### src/core/adc_regs_pkg.sv
// Purpose: Shared constants and types for the ADC range and alarm register bank
// Assumes: AHB-Lite slave, 32-bit words, byte addresses
// Notes: Offsets are byte addresses of aligned words
package adc_regs_pkg;
	// ==========================================================
	// Register offsets
	localparam logic [7:0] OFS_OUT_CTL = 8'h10;
	localparam logic [7:0] OFS_RANGE = 8'h14;
	localparam logic [7:0] OFS_ALARM = 8'h20;
	localparam logic [7:0] OFS_IRQ_STAT = 8'h30;
	localparam logic [7:0] OFS_IRQ_MASK = 8'h34;
	localparam int ADDR_W = 8;

	// ==========================================================
	// Range configuration fields
	localparam int RNG_SEL_LSB = 0;
	localparam int REF_OFF_BIT = 6;
	localparam logic [3:0] RANGE_RST = 4'h0;
	localparam logic REF_OFF_RST = 1'b0;

	// Range select codes
	localparam logic [3:0] RNG_BI_3P0 = 4'h0;
	localparam logic [3:0] RNG_BI_2P5 = 4'h1;
	localparam logic [3:0] RNG_BI_1P5 = 4'h2;
	localparam logic [3:0] RNG_BI_1P25 = 4'h3;
	localparam logic [3:0] RNG_BI_0P625 = 4'h4;
	localparam logic [3:0] RNG_UNI_3P0 = 4'h8;
	localparam logic [3:0] RNG_UNI_2P5 = 4'h9;
	localparam logic [3:0] RNG_UNI_1P5 = 4'hA;
	localparam logic [3:0] RNG_UNI_1P25 = 4'hB;

	// ==========================================================
	// Alarm status fields
	localparam int ACT_SUP_LOW_BIT = 15;
	localparam int ACT_SUP_HIGH_BIT = 14;
	localparam int ACT_IN_LOW_BIT = 11;
	localparam int ACT_IN_HIGH_BIT = 10;
	localparam int LAT_SUP_LOW_BIT = 7;
	localparam int LAT_SUP_HIGH_BIT = 6;
	localparam int LAT_IN_LOW_BIT = 5;
	localparam int LAT_IN_HIGH_BIT = 4;
	localparam int ANY_LAT_BIT = 0;

	// Output control field
	localparam int APPEND_LSB = 10;
	localparam logic [1:0] APPEND_RST = 2'h0;

	// Interrupt registers, one bit per latched alarm
	localparam logic [3:0] IRQ_RST = 4'h0;

	// ==========================================================
	// AHB encodings
	localparam logic [1:0] HTRANS_NONSEQ = 2'h2;
	localparam logic [2:0] HSIZE_WORD = 3'h2;

	// One alarm flag set
	typedef struct packed {
		logic supply_low;
		logic supply_high;
		logic input_low;
		logic input_high;
	} alarm_set_t;

	localparam alarm_set_t ALARM_RST = '0;
endpackage

### src/core/adc_range_and_alarm_regs.sv
// Purpose: Range configuration and alarm status registers on AHB-Lite
// Assumes: Comparator results valid when conv_done pulses
// Notes: Reads take one wait state, writes none
//   0x10 output control, 0x14 range, 0x20 alarm status
//   0x30 interrupt status (write one to clear), 0x34 interrupt mask
//   Non-word writes and unmapped offsets are ignored, reads return zero
//
// The AHB-Lite slave port is this design's own decision.
`timescale 1ns/1ps
module adc_range_and_alarm_regs
	import adc_regs_pkg::*;
(
	input wire logic clk,
	input wire logic rst_n,
	input wire logic hsel,
	input wire logic [31:0] haddr,
	input wire logic [1:0] htrans,
	input wire logic hwrite,
	input wire logic [2:0] hsize,
	input wire logic [31:0] hwdata,
	input wire logic hready,
	output logic hreadyout,
	output logic [31:0] hrdata,
	output logic hresp,
	input wire logic conv_done,
	input wire alarm_set_t cmp_alarm,
	output logic internal_ref_off,
	output logic [3:0] range_sel,
	output logic [1:0] append_input_live_flags,
	output logic [1:0] frame_alarm_bits,
	output logic irq
);
	// ==========================================================
	// Helpers
	function automatic logic range_code_ok(input logic [3:0] code);
		unique case (code)
			RNG_BI_3P0, RNG_BI_2P5, RNG_BI_1P5, RNG_BI_1P25, RNG_BI_0P625,
			RNG_UNI_3P0, RNG_UNI_2P5, RNG_UNI_1P5, RNG_UNI_1P25: range_code_ok = 1'b1;
			default: range_code_ok = 1'b0;
		endcase
	endfunction

	function automatic logic [3:0] flags_vec(input alarm_set_t a);
		flags_vec = {a.supply_low, a.supply_high, a.input_low, a.input_high};
	endfunction

	// Data-phase strobe aimed at one register offset
	function automatic logic reg_hit(input logic strobe, input logic [ADDR_W-1:0] addr,
			input logic [ADDR_W-1:0] ofs);
		reg_hit = strobe && (addr == ofs);
	endfunction

	// ==========================================================
	// Bus state
	logic wr_pend_q;
	logic rd_pend_q;
	logic [ADDR_W-1:0] addr_q;
	logic ref_off_q;
	logic [3:0] range_q;
	logic [1:0] append_q;
	alarm_set_t live_q;
	alarm_set_t latched_q;
	alarm_set_t latched_d;
	logic [3:0] irq_stat_q;
	logic [3:0] irq_mask_q;
	logic [31:0] status_word;
	logic [31:0] rd_word;
	logic take;
	logic wr_go;
	logic rd_go;
	logic [3:0] new_latch;
	logic [3:0] irq_stat_d;
	logic wr_range;
	logic wr_out_ctl;
	logic wr_irq_stat;
	logic wr_irq_mask;
	logic rd_alarm;
	logic wr_ref_off;
	logic [3:0] wr_range_code;
	logic [1:0] wr_append;
	logic [3:0] wr_irq_bits;

	assign take = hsel && hready && (htrans == HTRANS_NONSEQ);
	assign wr_go = wr_pend_q;
	assign rd_go = rd_pend_q && !hreadyout;

	// ==========================================================
	// Address decode and write fields
	assign wr_range = reg_hit(wr_go, addr_q, OFS_RANGE);
	assign wr_out_ctl = reg_hit(wr_go, addr_q, OFS_OUT_CTL);
	assign wr_irq_stat = reg_hit(wr_go, addr_q, OFS_IRQ_STAT);
	assign wr_irq_mask = reg_hit(wr_go, addr_q, OFS_IRQ_MASK);
	assign rd_alarm = reg_hit(rd_go, addr_q, OFS_ALARM);
	assign wr_ref_off = hwdata[REF_OFF_BIT];
	assign wr_range_code = hwdata[RNG_SEL_LSB +: 4];
	assign wr_append = hwdata[APPEND_LSB +: 2];
	assign wr_irq_bits = hwdata[3:0];

	// ==========================================================
	// Transfer capture
	// Write strobe for the data phase, word writes only
	always_ff @(posedge clk or negedge rst_n) begin
		if (!rst_n)
			wr_pend_q <= 1'b0;
		else if (take)
			wr_pend_q <= hwrite && (hsize == HSIZE_WORD);
		else
			wr_pend_q <= 1'b0;
	end

	always_ff @(posedge clk or negedge rst_n) begin
		if (!rst_n)
			rd_pend_q <= 1'b0;
		else if (take)
			rd_pend_q <= !hwrite;
		else if (rd_go)
			rd_pend_q <= 1'b0;
	end

	always_ff @(posedge clk or negedge rst_n) begin
		if (!rst_n)
			addr_q <= '0;
		else if (take)
			addr_q <= haddr[ADDR_W-1:0];
	end

	// ==========================================================
	// Bus responses
	// One wait state on reads so a preceding write has landed
	always_ff @(posedge clk or negedge rst_n) begin
		if (!rst_n)
			hreadyout <= 1'b1;
		else if (take && !hwrite)
			hreadyout <= 1'b0;
		else
			hreadyout <= 1'b1;
	end

	always_ff @(posedge clk or negedge rst_n) begin
		if (!rst_n)
			hresp <= 1'b0;
		else
			hresp <= 1'b0;
	end

	// ==========================================================
	// Range and output control configuration
	always_ff @(posedge clk or negedge rst_n) begin
		if (!rst_n)
			ref_off_q <= REF_OFF_RST;
		else if (wr_range)
			ref_off_q <= wr_ref_off;
	end

	// Unlisted codes leave the converter on its last valid range
	always_ff @(posedge clk or negedge rst_n) begin
		if (!rst_n)
			range_q <= RANGE_RST;
		else if (wr_range && range_code_ok(wr_range_code))
			range_q <= wr_range_code;
	end

	always_ff @(posedge clk or negedge rst_n) begin
		if (!rst_n)
			append_q <= APPEND_RST;
		else if (wr_out_ctl)
			append_q <= wr_append;
	end

	// ==========================================================
	// Alarm flags
	always_ff @(posedge clk or negedge rst_n) begin
		if (!rst_n)
			live_q <= ALARM_RST;
		else if (conv_done)
			live_q <= cmp_alarm;
	end

	// Set wins over clear-on-read
	always_comb begin
		latched_d = latched_q;
		if (rd_alarm)
			latched_d = ALARM_RST;
		if (conv_done)
			latched_d = alarm_set_t'(flags_vec(latched_d) | flags_vec(cmp_alarm));
	end

	always_ff @(posedge clk or negedge rst_n) begin
		if (!rst_n)
			latched_q <= ALARM_RST;
		else
			latched_q <= latched_d;
	end

	assign new_latch = flags_vec(latched_d) & ~flags_vec(latched_q);

	// ==========================================================
	// Interrupts
	// Set wins over a write-one-to-clear in the same cycle
	always_comb begin
		irq_stat_d = irq_stat_q;
		if (wr_irq_stat)
			irq_stat_d = irq_stat_q & ~wr_irq_bits;
		irq_stat_d = irq_stat_d | new_latch;
	end

	always_ff @(posedge clk or negedge rst_n) begin
		if (!rst_n)
			irq_stat_q <= IRQ_RST;
		else
			irq_stat_q <= irq_stat_d;
	end

	always_ff @(posedge clk or negedge rst_n) begin
		if (!rst_n)
			irq_mask_q <= IRQ_RST;
		else if (wr_irq_mask)
			irq_mask_q <= wr_irq_bits;
	end

	always_ff @(posedge clk or negedge rst_n) begin
		if (!rst_n)
			irq <= 1'b0;
		else
			irq <= |(irq_stat_q & irq_mask_q);
	end

	// ==========================================================
	// Read path
	always_comb begin
		status_word = 32'h0000_0000;
		status_word[ACT_SUP_LOW_BIT] = live_q.supply_low;
		status_word[ACT_SUP_HIGH_BIT] = live_q.supply_high;
		status_word[ACT_IN_LOW_BIT] = live_q.input_low;
		status_word[ACT_IN_HIGH_BIT] = live_q.input_high;
		status_word[LAT_SUP_LOW_BIT] = latched_q.supply_low;
		status_word[LAT_SUP_HIGH_BIT] = latched_q.supply_high;
		status_word[LAT_IN_LOW_BIT] = latched_q.input_low;
		status_word[LAT_IN_HIGH_BIT] = latched_q.input_high;
		status_word[ANY_LAT_BIT] = |flags_vec(latched_q);
	end

	always_comb begin
		rd_word = 32'h0000_0000;
		unique case (addr_q)
			OFS_RANGE: begin
				rd_word[REF_OFF_BIT] = ref_off_q;
				rd_word[RNG_SEL_LSB +: 4] = range_q;
			end
			OFS_OUT_CTL: rd_word[APPEND_LSB +: 2] = append_q;
			OFS_ALARM: rd_word = status_word;
			OFS_IRQ_STAT: rd_word[3:0] = irq_stat_q;
			OFS_IRQ_MASK: rd_word[3:0] = irq_mask_q;
			default: rd_word = 32'h0000_0000;
		endcase
	end

	always_ff @(posedge clk or negedge rst_n) begin
		if (!rst_n)
			hrdata <= 32'h0000_0000;
		else if (rd_go)
			hrdata <= rd_word;
	end

	// ==========================================================
	// Converter-facing outputs
	// Registered copies so every output leaves a flip-flop
	always_ff @(posedge clk or negedge rst_n) begin
		if (!rst_n) begin
			internal_ref_off <= REF_OFF_RST;
			range_sel <= RANGE_RST;
		end else begin
			internal_ref_off <= ref_off_q;
			range_sel <= range_q;
		end
	end

	always_ff @(posedge clk or negedge rst_n) begin
		if (!rst_n)
			append_input_live_flags <= APPEND_RST;
		else
			append_input_live_flags <= append_q;
	end

	// Live input flags gated by the append selection
	always_ff @(posedge clk or negedge rst_n) begin
		if (!rst_n)
			frame_alarm_bits <= 2'h0;
		else
			frame_alarm_bits <= append_q & {live_q.input_low, live_q.input_high};
	end
endmodule

### config.mk
export PLATFORM = sky130hd
export DESIGN_NAME = adc_range_and_alarm_regs
export DESIGN_NICKNAME = d
export VERILOG_FILES = /design/src/core/adc_regs_pkg.sv /design/src/core/adc_range_and_alarm_regs.sv
export SDC_FILE = /design/constraint.sdc
export NUM_CORES = 1
export LEC_CHECK = 0
export ABC_AREA = 1
export ABC_CLOCK_PERIOD_IN_PS = 2600
export BUFFER_PORTS_ARGS = -buffer_cell sky130_fd_sc_hd__buf_2
export CORE_AREA = 5 5 123 90
export DETAILED_ROUTE_END_ITERATION = 8
export DIE_AREA = 0 0 128 95
export PLACE_DENSITY = 0.62
export SYNTH_ARGS = -nofsm -noshare
export SYNTH_HDL_FRONTEND = slang
export SYNTH_SLANG_ARGS = --single-unit
### constraint.sdc
create_clock -name clk -period 2.6 [get_ports clk]
set_input_delay 0.26 -clock clk [delete_from_list [all_inputs] [get_ports clk]]
set_output_delay 0.26 -clock clk [all_outputs]
set_load 0.05 [all_outputs]
### After elaboration in Yosys (flattened, before gate mapping)

Memories as Yosys holds them, arrays and structs flattened.
Cells that the tools add are included.

* flip-flop bits (word level): 76
* bits in latches: 0
* RAM bits: 0
* ROM bits: 16
* bits of input ports: 79
* output and inout bits: 44
* logic and storage cells: 68
* memories kept: 1

* add/subtract/negate cells: 0
* multiply operators: 0
* div/mod/pow operators: 0
* $lt $le $gt $ge: 0
* equality and inequality tests: 7
* shift operators: 0
* multiplexer cells: 13
* bitwise gates (word level): 8
* reductions and logical operators: 16

Memories
* (name not given): words 16, bits a word 1, rd ports 1, clocked after Yosys merged registers in 0, write ports 0, RTL line adc_range_and_alarm_regs.sv:36 `unique case (code)`

Operators with widths (count)
* 8-bit by 6-bit == test with 1-bit output, second input constant: 3
* 8-bit by 5-bit == test with 1-bit output, second input constant: 2
* 4-bit two-way mux: 4
* 4-bit case mux with 4 select lines: 1
* 4-bit AND: 3
* 1-bit logical AND: 11
* 4-bit NOT: 2
* 4-bit bitwise OR: 2
* 4-bit OR reduction: 2
* 1-bit two-way mux: 5
* 2-bit case mux with 2 select lines: 1
* 3-bit by 2-bit == test with 1-bit output, second input constant: 1
* 2-bit AND: 1
* 2-bit == test, second input constant: 1
* 1-bit zero test: 2
* 2-bit two-way mux: 1
* 1-bit case mux with 2 select lines: 1
* 2-bit nonzero test: 1

### Longest topological paths before layout

Gate-level depths: netlist of the first run.

* depth after elaboration: 8
* depth in mapped cells: 9
* depth with buffers taken out: 9

### Worst setup path after synthesis of the first run

No wires, ideal clock.

* kind: register to register
* start point: register hreadyout
* end point: register hrdata[11]
* arrival: 1.292 ns
* path slack: 1.221 ns
* cell stages (with the launch flop): 6
* buffers on the path: 1
* path through: dfstp_2 > nor2_4 > inv_2 > clkbuf_1 > nand2_1 > o211ai_1

* word-level cells in the longest chain between the ends: 2

RTL lines
* start: declaration: RTL line adc_range_and_alarm_regs.sv:22 `output logic hreadyout,`
* start signal: assignment: RTL line adc_range_and_alarm_regs.sv:132 `hreadyout <= 1'b1;`
* start signal: assignment: RTL line adc_range_and_alarm_regs.sv:134 `hreadyout <= 1'b0;`
* start signal: assignment: RTL line adc_range_and_alarm_regs.sv:136 `hreadyout <= 1'b1;`
* 1-bit zero test: RTL line adc_range_and_alarm_regs.sv:85 `assign rd_go = rd_pend_q && !hreadyout;`
* 1-bit logical AND: RTL line adc_range_and_alarm_regs.sv:85
* end signal: assignment: RTL line adc_range_and_alarm_regs.sv:262 `hrdata <= rd_word;`
* end: declaration: RTL line adc_range_and_alarm_regs.sv:23 `output logic [31:0] hrdata,`

No other way between the ends.
A chain may end at the register's enable or synchronous reset.

### Worst setup path after layout of the first run

* start point: register hreadyout
* end point: output port hreadyout

No word-level cell between the ends.

==> impl_results.md, run 1 <==
- Outcome: finished clean
- Largest area contributor in the netlist: dfrtp_1
- First-pass GRT wire length: 8940 um
- Post-synth EDFFs: 0
- Initial DRC Count: 93
- Post-route DRC violation count: 0
- Post-layout nets: 393
- M3 GR Usage: 3.56%
- Worst-path maximum fanout: 3
- Multi-input gate area: 858 um^2
- Max-cap violation count: 0
- Met2 GRT Util: 14.7%
- TritonRoute pass-1 iters: 4
- Critical path's top delay family: flip-flops
- Final Util: 30.1%
- R2r worst-path depth: 8
- Clock sink count: 56
- Cell Pwr Density: 647 nW/um^2
- Avg Vias per Cell: 4.01
- Most common cell in the netlist: dfrtp_1
- Hold WC Path Type: in2reg
- FF/Latch Area: 1400 um^2
- Die footprint: 12200 um^2
- Maximum achievable frequency: 721 MHz
- DRT antenna net count: 0
- Antenna diodes: 0
- Filler Cell Count: 1074
- Commonest cells in the synthesized netlist: dfrtp_1, nand2_1, o21ai_1
- Synth cell types: 27
- Area contributors post-synth: dfrtp_1, nand2_1, buf_4
- Final Setup Violations: 0
- Crit path time final: 1.39 ns
- Seq/Total Area, Yosys: 57.1%
- Flop2flop setup slack: 1.30 ns
- Fin cells: 447
- CP Class: reg2out
- Top FF cell, synth: dfrtp_1
- Overflow after GRT: 0
- Port buffer count: 52
- Insertion delay to the later sink of the worst-skew pair: 0.29 ns
- Period Utilization, post-route: 53.3%
- Gp weighted congestion: 0.805
- H-tree depth: 2
- CP max stage cell: dfstp_2
- Synth Warn #: 0
- Worst VDD drop: 241 uV
- GRT busiest layer: met2
- GR Util All Layers: 9.42%
- Io pins: 123
- R2R Path Start: addr_q[3]$_DFFE_PN0P_
- HPWL Detailed: 4380 um
- WP data arrival: 1.13 ns
- Proportion of layout cells with a drive suffix above 1: 28.9%
- Worst-path clk slew: 0.07 ns
- CTS tree: done
- Crit. End Element: output port
- Clk root buf: clkbuf_16
- RSZ-0062 raised after global routing: false
- Worst path max stage delay: 0.57 ns
- Setup_tns: 0 ns
- Final Hold Viols: 0
- Mapped Area: 2460 um^2
- Largest net degree at the start of global routing: 24
- Share of Yosys cell area claimed by the top area cell type: 56.0%
- Synthesized instance count: 255
- Hold worst-path end: wr_go$_DFF_PN0_
- Initial antenna violation count: 1
- Placed insts: 438
- Max Slew Vio Count: 0
- M1 GR Usage: 12.5%
- Worst R2R End: range_q[0]$_DFFE_PN0P_
- Die X: 128 um
- Worst Skew: 0.00429 ns
- #FFs+latches synth: 56
- Cell leakage power: 1.56 nW
- Startpoint types: register
- Area grow syn2layout: 21.5%
- Die Y: 95 um
- Total CTS buffers: 5
- Cell Rows: 31
- Placeable Area: 9930 um^2
- Worst path buffer plus inverter count: 1
- Async S/R FF share, synth: 100%
- Crit path cell chain: buf_2
- Routed wire per std cell: 12.1 um
- Req. time, crit path: 2.34 ns
- Final WL: 5420 um
- Vias in the first global route: 1824
- Initial Util: 24.7%
- Hold path depth: 2
- Syn Area/Cell: 9.63 um^2
- Via count: 1791
- Hold_sp: hsize[2]
- Post CTS Setup Buffer Count: 0
- Clock buffer depth: 2
-- worst max path at each step --
stage / startpoint / to / slack, ns / cells past startpoint
after global routing: addr_q[3]$_DFFE_PN0P_ / range_q[3]$_DFFE_PN0P_ / 1.17 / 8
after detailed placement: htrans[0] / rd_pend_q$_DFFE_PN0P_ / 1.28 / 5
after floorplan: hreadyout$_DFF_PN1_ / hrdata[11]$_DFFE_PN0P_ / 1.22 / 5
after CTS: hreadyout$_DFF_PN1_ / hreadyout / 1.20 / 1
after global placement: htrans[0] / rd_pend_q$_DFFE_PN0P_ / 1.28 / 5
final: hreadyout$_DFF_PN1_ / hreadyout / 1.21 / 1
-- kinds of logic (layout without fill, tap and decap cells) --
group           after synthesis  count (layout)  synth area share [%]
compound gates               43              43                  9.22
buf+inv                      51              91                  11.0
flops                        56              56                  57.1
other cells                   1              21                 0.153
simple gates                104             104                  22.5
-- final cells by class --
type                    instances  share of cell area (%)
clock buffers                   5                    4.19
clock inverters                 3                    1.43
inverters                      28                    3.52
multi-input cells             168                    28.8
flip-flops and latches         56                    47.0
well taps                     132                    5.53
repair buffers                 55                    9.56
-- state kept, by name (all words and copies together) (netlist names) --
register                 flops
hrdata                      12
ref_off_q                    1
frame_alarm_bits             2
irq                          1
latched_q                    4
range_q                      4
hreadyout                    1
rd_pend_q                    1
wr_go                        1
range_sel                    4
live_q                       4
internal_ref_off             1
addr_q                       8
irq_mask_q                   4
append_q                     2
append_input_live_flags      2
irq_stat_q                   4
-- placed cells by master (no fill, tap or decap) --
| master | netlist | routed |
|---|---|---|
| a21oi_1 | 8 | 8 |
| and2_1 | 1 | 1 |
| buf_2 | 0 | 52 |
| buf_4 | 21 | 2 |
| bufinv_16 | 0 | 1 |
| clkbuf_16 | 0 | 5 |
| clkinv_2 | 0 | 1 |
| clkinvlp_4 | 0 | 1 |
| conb_1 | 1 | 21 |
| dfrtp_1 | 55 | 55 |
| dfstp_2 | 1 | 1 |
| dlygate4sd3_1 | 0 | 1 |
| inv_1 | 19 | 19 |
| inv_2 | 9 | 9 |
| nand2_1 | 53 | 53 |
| nand2_2 | 4 | 4 |
| nand2_4 | 2 | 2 |
| nand3_1 | 20 | 20 |
| nand3_2 | 3 | 3 |
| nand4_1 | 1 | 1 |
| nand4_2 | 1 | 1 |
| nor2_1 | 9 | 9 |
| nor2_2 | 1 | 1 |
| nor2_4 | 3 | 3 |
| nor2_8 | 3 | 3 |
| nor3_1 | 1 | 1 |
| nor4_1 | 1 | 1 |
| o211ai_1 | 3 | 3 |
| o21ai_0 | 5 | 5 |
| o21ai_1 | 26 | 26 |
| o21ai_2 | 1 | 1 |
| or2_2 | 1 | 1 |
-- worst reg2reg max path: stages, from the launching register on --
cell	delay [ns]
dfrtp_1	0.38
inv_2	0.08
nand2_2	0.09
nor2_8	0.18
nand2_4	0.09
nor2_4	0.11
o21ai_2	0.12
nand2_1	0.08
o21ai_1	0.06
-- where the power goes --
group | internal, mW | switching, mW
clock | 0.453 | 0.298
combinational | 0.0554 | 0.192
sequential | 0.910 | 0.0215
-- per-layer routing --
layer | up-vias | wire (um)
met5 | - | 20
met4 | 2 | 52
met3 | 7 | 418
met2 | 46 | 2450
met1 | 837 | 2480
li1 | 899 | -
-- per-stage QoR --
stage | total power, mW | hold WS [ns] | setup WS (ns) | area [um^2]
6_report | 1.93 | 0.124 | 1.21 | 2980
5_1_grt | 2.02 | 0.127 | 1.17 | 2980
4_1_cts | 1.96 | 0.121 | 1.20 | 2980
3_5_place_dp | 1.20 | 0.160 | 1.28 | 2810
3_3_place_gp | 1.19 | 0.163 | 1.28 | 2810
2_1_floorplan | 1.15 | -0.0356 | 1.22 | 2530
-- timing repair --
item	in CTS	in global routing
hold buffers	1	0
gates resized for setup	0	0
endpoints found under the hold margin	11	0
Note: power is estimated with default switching activity, not from simulation.
==> inputs of run 2 (changes only) <==
--- a/config.mk
+++ b/config.mk
@@ -6,12 +6,12 @@
 export NUM_CORES = 1
 export LEC_CHECK = 0
 export ABC_AREA = 1
-export ABC_CLOCK_PERIOD_IN_PS = 2600
+export ABC_CLOCK_PERIOD_IN_PS = 1200
 export BUFFER_PORTS_ARGS = -buffer_cell sky130_fd_sc_hd__buf_2
 export CORE_AREA = 5 5 123 90
 export DETAILED_ROUTE_END_ITERATION = 8
 export DIE_AREA = 0 0 128 95
-export PLACE_DENSITY = 0.62
+export PLACE_DENSITY = 0.63
 export SYNTH_ARGS = -nofsm -noshare
 export SYNTH_HDL_FRONTEND = slang
 export SYNTH_SLANG_ARGS = --single-unit
==> constraint.sdc (replaced) <==
create_clock -name clk -period 1.2 [get_ports clk]
set_input_delay 0.12 -clock clk [delete_from_list [all_inputs] [get_ports clk]]
set_output_delay 0.12 -clock clk [all_outputs]
set_load 0.05 [all_outputs]
==> impl_results.md, run 2 (synthesis gave the netlist of run 1 again) <==
- Outcome: complete, but fails checks
- Violated checks: setup timing
- First-pass GRT wire length: 9490 um (+6.1%)
- Clock sink count: 56 (unchanged)
- Routed wire per std cell: 12.2 um (+1.0%)
- Crit path cell chain: inv_2, nand2_1, nor2_4, nand2_4, nor2_4, buf_4, buf_4, nand2_1, nand2_1
- Insertion delay to the later sink of the worst-skew pair: 0.29 ns (about the same)
- Gp weighted congestion: 0.793 (-1.6%)
- Die X: 128 um (unchanged)
- CTS tree: done
- Max-cap violation count: 0 (unchanged)
- Total CTS buffers: 5 (unchanged)
- Die Y: 95 um (unchanged)
- Initial Util: 24.7% (unchanged)
- Period Utilization, post-route: 104%
- Post-layout nets: 408 (+3.8%)
- Clk root buf: clkbuf_16
- DRT antenna net count: 0 (unchanged)
- Final Setup Violations: 12 (+12)
- Cell Pwr Density: 1280 nW/um^2 (+97%)
- Startpoint types: register
- Port buffer count: 52 (unchanged)
- M1 GR Usage: 13.1% (+0.67 points)
- Maximum achievable frequency: 804 MHz
- Via count: 1871 (+4.5%)
- WP data arrival: 1.48 ns (+0.35 ns)
- Io pins: 123 (unchanged)
- Final Util: 32.6% (+2.5 points)
- Commonest non-fill, non-tap cell in the layout: dfrtp_1
- Worst Skew: 0.00735 ns (+0.00306 ns)
- Most frequent cells in the layout: dfrtp_1, buf_2, nand2_1, conb_1, o21ai_1
- Largest register FFs: 12 (unchanged)
- Initial DRC Count: 165 (+77%)
- Area grow syn2layout: 31.7%
- Hold WC Path Type: in2reg
- Avg Vias per Cell: 4.05 (+1.1%)
- Worst-path maximum fanout: 3 (unchanged)
- Final std cell area, no fill: 3240 um^2 (+8.4%)
- Reg with most FFs: hrdata
- Hold path depth: 3 (+1)
- Overflow after GRT: 0 (unchanged)
- Antenna diodes: 0 (unchanged)
- Post-route DRC violation count: 0 (unchanged)
- Largest net degree at the start of global routing: 45 (+88%)
- Dpl cell area: 2920 um^2 (+4.0%)
- Most frequent cell on the critical path: nand2_1
- Worst path max stage delay: 0.41 ns (-0.16 ns)
- R2r worst-path depth: 9 (+1)
- GR Util All Layers: 9.87% (+0.45 points)
- Placeable Area: 9930 um^2 (unchanged)
- Proportion of layout cells with a drive suffix above 1: 35.8% (+6.9 points)
- GRT busiest layer: met2
- Cell leakage power: 1.67 nW (+6.8%)
- Max Slew Vio Count: 0 (unchanged)
- Setup ws final: -0.0440 ns (-1.26 ns)
- Place WS: -0.0640 ns (-1.34 ns)
- H-tree depth: 2 (unchanged)
- M3 GR Usage: 3.17% (-0.40 points)
- Largest registers: hrdata (12), addr_q (8)
- Vias in the first global route: 1898 (+4.1%)
- Clock buffer depth: 2 (unchanged)
- Req. time, crit path: 1.43 ns (-0.91 ns)
- Final WL: 5660 um (+4.4%)
- Initial antenna violation count: 0 (-1)
- Die footprint: 12200 um^2 (unchanged)
- Crit path time final: 1.24 ns
- HPWL Detailed: 4380 um (about the same)
- CP max stage cell: dfrtp_1
- TritonRoute pass-1 iters: 4 (unchanged)
- Final Hold Viols: 0 (unchanged)
- Cell Rows: 31 (unchanged)
- Crit. End Element: register
- CP Class: reg2reg
- Met2 GRT Util: 15.9% (+1.2 points)
- Worst-path clk slew: 0.07 ns (about the same)
- Worst VDD drop: 478 uV (+98%)
- RSZ-0062 raised after global routing: true
==> run 2: cell types whose count changed in the layout (fill, tap and decap cells not counted), sizes merged <==
cell         before  now
clkinv            1    0
clkbuf            5    6
buf              54   67
clkinvlp          1    2
bufinv            1    0
dlygate4sd3       1    3
==> run 2: worst paths after layout <==
path	from	to	slack, ns
setup / recovery	addr_q[5]$_DFFE_PN0P_	ref_off_q$_DFFE_PN0P_	-0.04
max in group asynchronous	rst_n	hrdata[11]$_DFFE_PN0P_	0.41
hold reg to reg	ref_off_q$_DFFE_PN0P_	internal_ref_off$_DFF_PN0_	0.41
setup reg to reg	addr_q[5]$_DFFE_PN0P_	ref_off_q$_DFFE_PN0P_	-0.04
min in group asynchronous	rst_n	addr_q[0]$_DFFE_PN0P_	0.26
hold / removal	hwdata[6]	ref_off_q$_DFFE_PN0P_	0.03
==> run 2: what timing repair did <==
item	4_1_cts	5_1_grt
endpoints found under the setup margin	28	32
buffers inserted	0	3
pin swaps	3	5
resized for setup	6	18
hold buffers	3	0
hold endpoints to repair	13	0
==> run 2: per-layer routing <==
metal  wire length [um]  part of all wire (%)
met3                419                   7.4
met2               2680                    47
met4                 29                  0.51
met5                  0                     0
met1               2520                    45
==> run 2: final cells by class <==
type	count	area, um^2
tap	132	165
timing repair buffer	70	463
clock inverter	2	15.0
clock buffer	6	139
fill	1042	6690
multi-input combinational	168	943
inverter	28	108
sequential	56	1400
==> run 2: through the flow <==
step           total power [mW]  hold slack (ns)  TNS [ns]  std cells
2_1_floorplan              2.50           -0.176   -0.0282        275
3_3_place_gp               2.63           0.0274    -0.404        448
3_5_place_dp               2.64           0.0261    -0.765        448
4_1_cts                    4.15           0.0252    -0.330        459
5_1_grt                    4.32           0.0262     -2.52        462
6_report                   4.13           0.0289    -0.320        462
==> run 2: report_power, final <==
part / switching (mW) / internal [mW] / total [mW]
clock network: 0.646 / 0.831 / 1.48
logic: 0.447 / 0.182 / 0.629
registers: 0.0499 / 1.97 / 2.02
total: 1.14 / 2.98 / 4.13
==> run 2: worst max-delay path, delay by kind of cell, from the launching register on <==
| family | cells | cell delay [ns] |
|---|---|---|
| AND/OR/NAND/NOR | 6 | 0.50 |
| flip-flops | 1 | 0.41 |
| buffers and inverters | 3 | 0.26 |
==> inputs of run 3 (changes only) <==
--- a/config.mk
+++ b/config.mk
@@ -11,6 +11,7 @@
 export CORE_AREA = 5 5 123 90
 export DETAILED_ROUTE_END_ITERATION = 8
 export DIE_AREA = 0 0 128 95
+export MAX_ROUTING_LAYER = met4
 export PLACE_DENSITY = 0.63
 export SYNTH_ARGS = -nofsm -noshare
 export SYNTH_HDL_FRONTEND = slang
==> constraint.sdc (replaced) <==
create_clock -name clk -period 1.2 [get_ports clk]
set_input_delay 0.06 -clock clk [delete_from_list [all_inputs] [get_ports clk]]
set_output_delay 0.06 -clock clk [all_outputs]
set_load 0.05 [all_outputs]
==> impl_results.md, run 3 (synthesis gave the netlist of run 1 again) <==
- Outcome: complete, but fails checks
- Violated checks: setup timing
- Final Util: 32.7% (+0.16 points)
- Largest registers: hrdata (12), addr_q (8)
- Placeable Area: 9930 um^2 (unchanged)
- Placed insts: 448 (unchanged)
- Final Setup Violations: 12 (unchanged)
- Maximum achievable frequency: 801 MHz (-0.30%)
- Die footprint: 12200 um^2 (unchanged)
- Crit path time final: 1.25 ns (+0.00377 ns)
- RSZ-0062 raised after global routing: true
- Cell Rows: 31 (unchanged)
- Final WL: 5710 um (+0.99%)
- Worst-path maximum fanout: 3 (unchanged)
- CTS tree: done
- Clk root buf: clkbuf_16
- TritonRoute pass-1 iters: 4 (unchanged)
- Max Slew Vio Count: 0 (unchanged)
- Post-route DRC violation count: 0 (unchanged)
- Largest net degree at the start of global routing: 45 (unchanged)
- Met3 Wirelength: 398 um (-5.0%)
- First-pass GRT wire length: 9540 um (+0.58%)
- Total CTS buffers: 5 (unchanged)
- Hold WC Path Type: in2reg
- Overflow after GRT: 0 (unchanged)
- Flop2flop setup slack: -0.05 ns (about the same)
- H-tree depth: 2 (unchanged)
- HPWL Detailed: 4380 um (unchanged)
- Req. time, crit path: 1.43 ns (about the same)
- Vias in the first global route: 1905 (+0.37%)
- Worst VDD drop: 479 uV (+0.30%)
- Place WS: -0.0640 ns (unchanged)
- Die Y: 95 um (unchanged)
- Gp weighted congestion: 0.804 (+1.4%)
- R2R Path Start: addr_q[5]$_DFFE_PN0P_
- Worst R2R End: ref_off_q$_DFFE_PN0P_
- Most frequent cells in the layout: dfrtp_1, buf_2, nand2_1, conb_1, o21ai_1
- Initial DRC Count: 204 (+24%)
- Filler Cell Count: 1041 (-0.096%)
- Multi-input gate area: 943 um^2 (unchanged)
- Insertion delay to the later sink of the worst-skew pair: 0.29 ns (about the same)
- Period Utilization, post-route: 104% (+0.31 points)
- FF/Latch Area: 1400 um^2 (unchanged)
- Area grow syn2layout: 32.4%
- Routed wire per std cell: 12.3 um (+0.55%)
- WL met2: 2670 um (-0.63%)
- WP data arrival: 1.48 ns (about the same)
- Max-cap violation count: 0 (unchanged)
- Via count: 1877 (+0.32%)
- Io pins: 123 (unchanged)
- Proportion of layout cells with a drive suffix above 1: 35.5% (-0.22 points)
- DRT antenna net count: 0 (unchanged)
- Cell leakage power: 1.68 nW (+0.40%)
- Dpl cell area: 2920 um^2 (unchanged)
- Port buffer count: 52 (unchanged)
- Die X: 128 um (unchanged)
- Antenna diodes: 0 (unchanged)
- Avg Vias per Cell: 4.05 (-0.11%)
- Max layer used: met4
- Worst setup endpoint: ref_off_q$_DFFE_PN0P_
- Fin cells: 464 (+0.43%)
- Clock buffer depth: 2 (unchanged)
- Final Hold Viols: 0 (unchanged)
- CP Class: reg2reg
- Clock sink count: 56 (unchanged)
- Initial antenna violation count: 0 (unchanged)
- Commonest non-fill, non-tap cell in the layout: dfrtp_1
- Wl on met1: 2620 um (+3.8%)
- CP startpoint: addr_q[5]$_DFFE_PN0P_
- Setup ws final: -0.0478 ns (-0.00377 ns)
- R2r worst-path depth: 9 (unchanged)
- Initial Util: 24.7% (unchanged)
- Final std cell area, no fill: 3250 um^2 (+0.50%)
- Reg with most FFs: hrdata
- Largest register FFs: 12 (unchanged)
- Startpoint types: register
- Worst-path clk slew: 0.07 ns (about the same)
- Cell Pwr Density: 1270 nW/um^2 (-0.39%)
- Worst Skew: 0.00793 ns (+0.000575 ns)
- Crit. End Element: register
- Post-layout nets: 410 (+0.49%)
- GR Util All Layers: 10.2% (+0.34 points)
run 3: cell types whose count changed in the layout (fill, tap and decap cells not counted):
cell | previous run | this run
dlygate4sd3_1 | 3 | 5
buf_6 | 2 | 1
clkbuf_4 | 0 | 1
run 3: how the worst min path moves through the flow:
stage / slack (ns) / depth (start not counted) / endpoint / from
2_1_floorplan: -0.24 / 0 / addr_q[0]$_DFFE_PN0P_ / rst_n
3_3_place_gp: -0.03 / 1 / addr_q[1]$_DFFE_PN0P_ / rst_n
3_5_place_dp: -0.03 / 1 / addr_q[0]$_DFFE_PN0P_ / rst_n
4_1_cts: 0.003 / 3 / wr_go$_DFF_PN0_ / hsize[1]
5_1_grt: 0.02 / 3 / append_q[1]$_DFFE_PN0P_ / hwdata[11]
6_report: 0.004 / 3 / wr_go$_DFF_PN0_ / hsize[1]
run 3: power breakdown:
group	total (mW)	switching (mW)	leakage [nW]	internal [mW]
logic	0.634	0.449	0.947	0.185
clock network	1.48	0.645	0.0691	0.831
registers	2.02	0.0497	0.660	1.97
run 3: metrics by stage:
stage               total power [mW]  hold WS (ns)  TNS [ns]
floorplan                       2.50        -0.236   -0.0282
global placement                2.63       -0.0326    -0.404
detailed placement              2.64       -0.0339    -0.765
CTS                             4.15       0.00271    -0.330
global route                    4.33        0.0249     -2.57
finish                          4.13       0.00448    -0.353
run 3: timing repair:
action                                 4_1_cts  5_1_grt
hold buffers                                 5        0
buffers inserted                             0        3
pin swaps                                    3        4
endpoints found under the hold margin       59        0
setup endpoints to repair                   27       32
resized for setup                            5       18
run 3: area by class of cell:
class / count / area share [%]
clock inverter: 2 / 0.462
tap: 132 / 5.08
timing repair buffer: 72 / 14.7
multi-input combinational: 168 / 29.0
inverter: 28 / 3.31
clock buffer: 6 / 4.27
sequential: 56 / 43.1
run 3: worst max-delay path, cell delays in order, from the launching register on:
cell and delay (ns):
dfrtp_1 0.41, inv_2 0.06, nand2_1 0.07, nor2_4 0.15
nand2_4 0.08, nor2_4 0.12, buf_4 0.12, buf_4 0.08
nand2_1 0.03, nand2_1 0.05
run 3: per-layer routing:
metal / GRT usage, % / vias up
met3: 2.94 / 5
met1: 13.3 / 887
met5: - / -
li1: - / 931
met2: 16.0 / 54
met4: 1.86 / 0
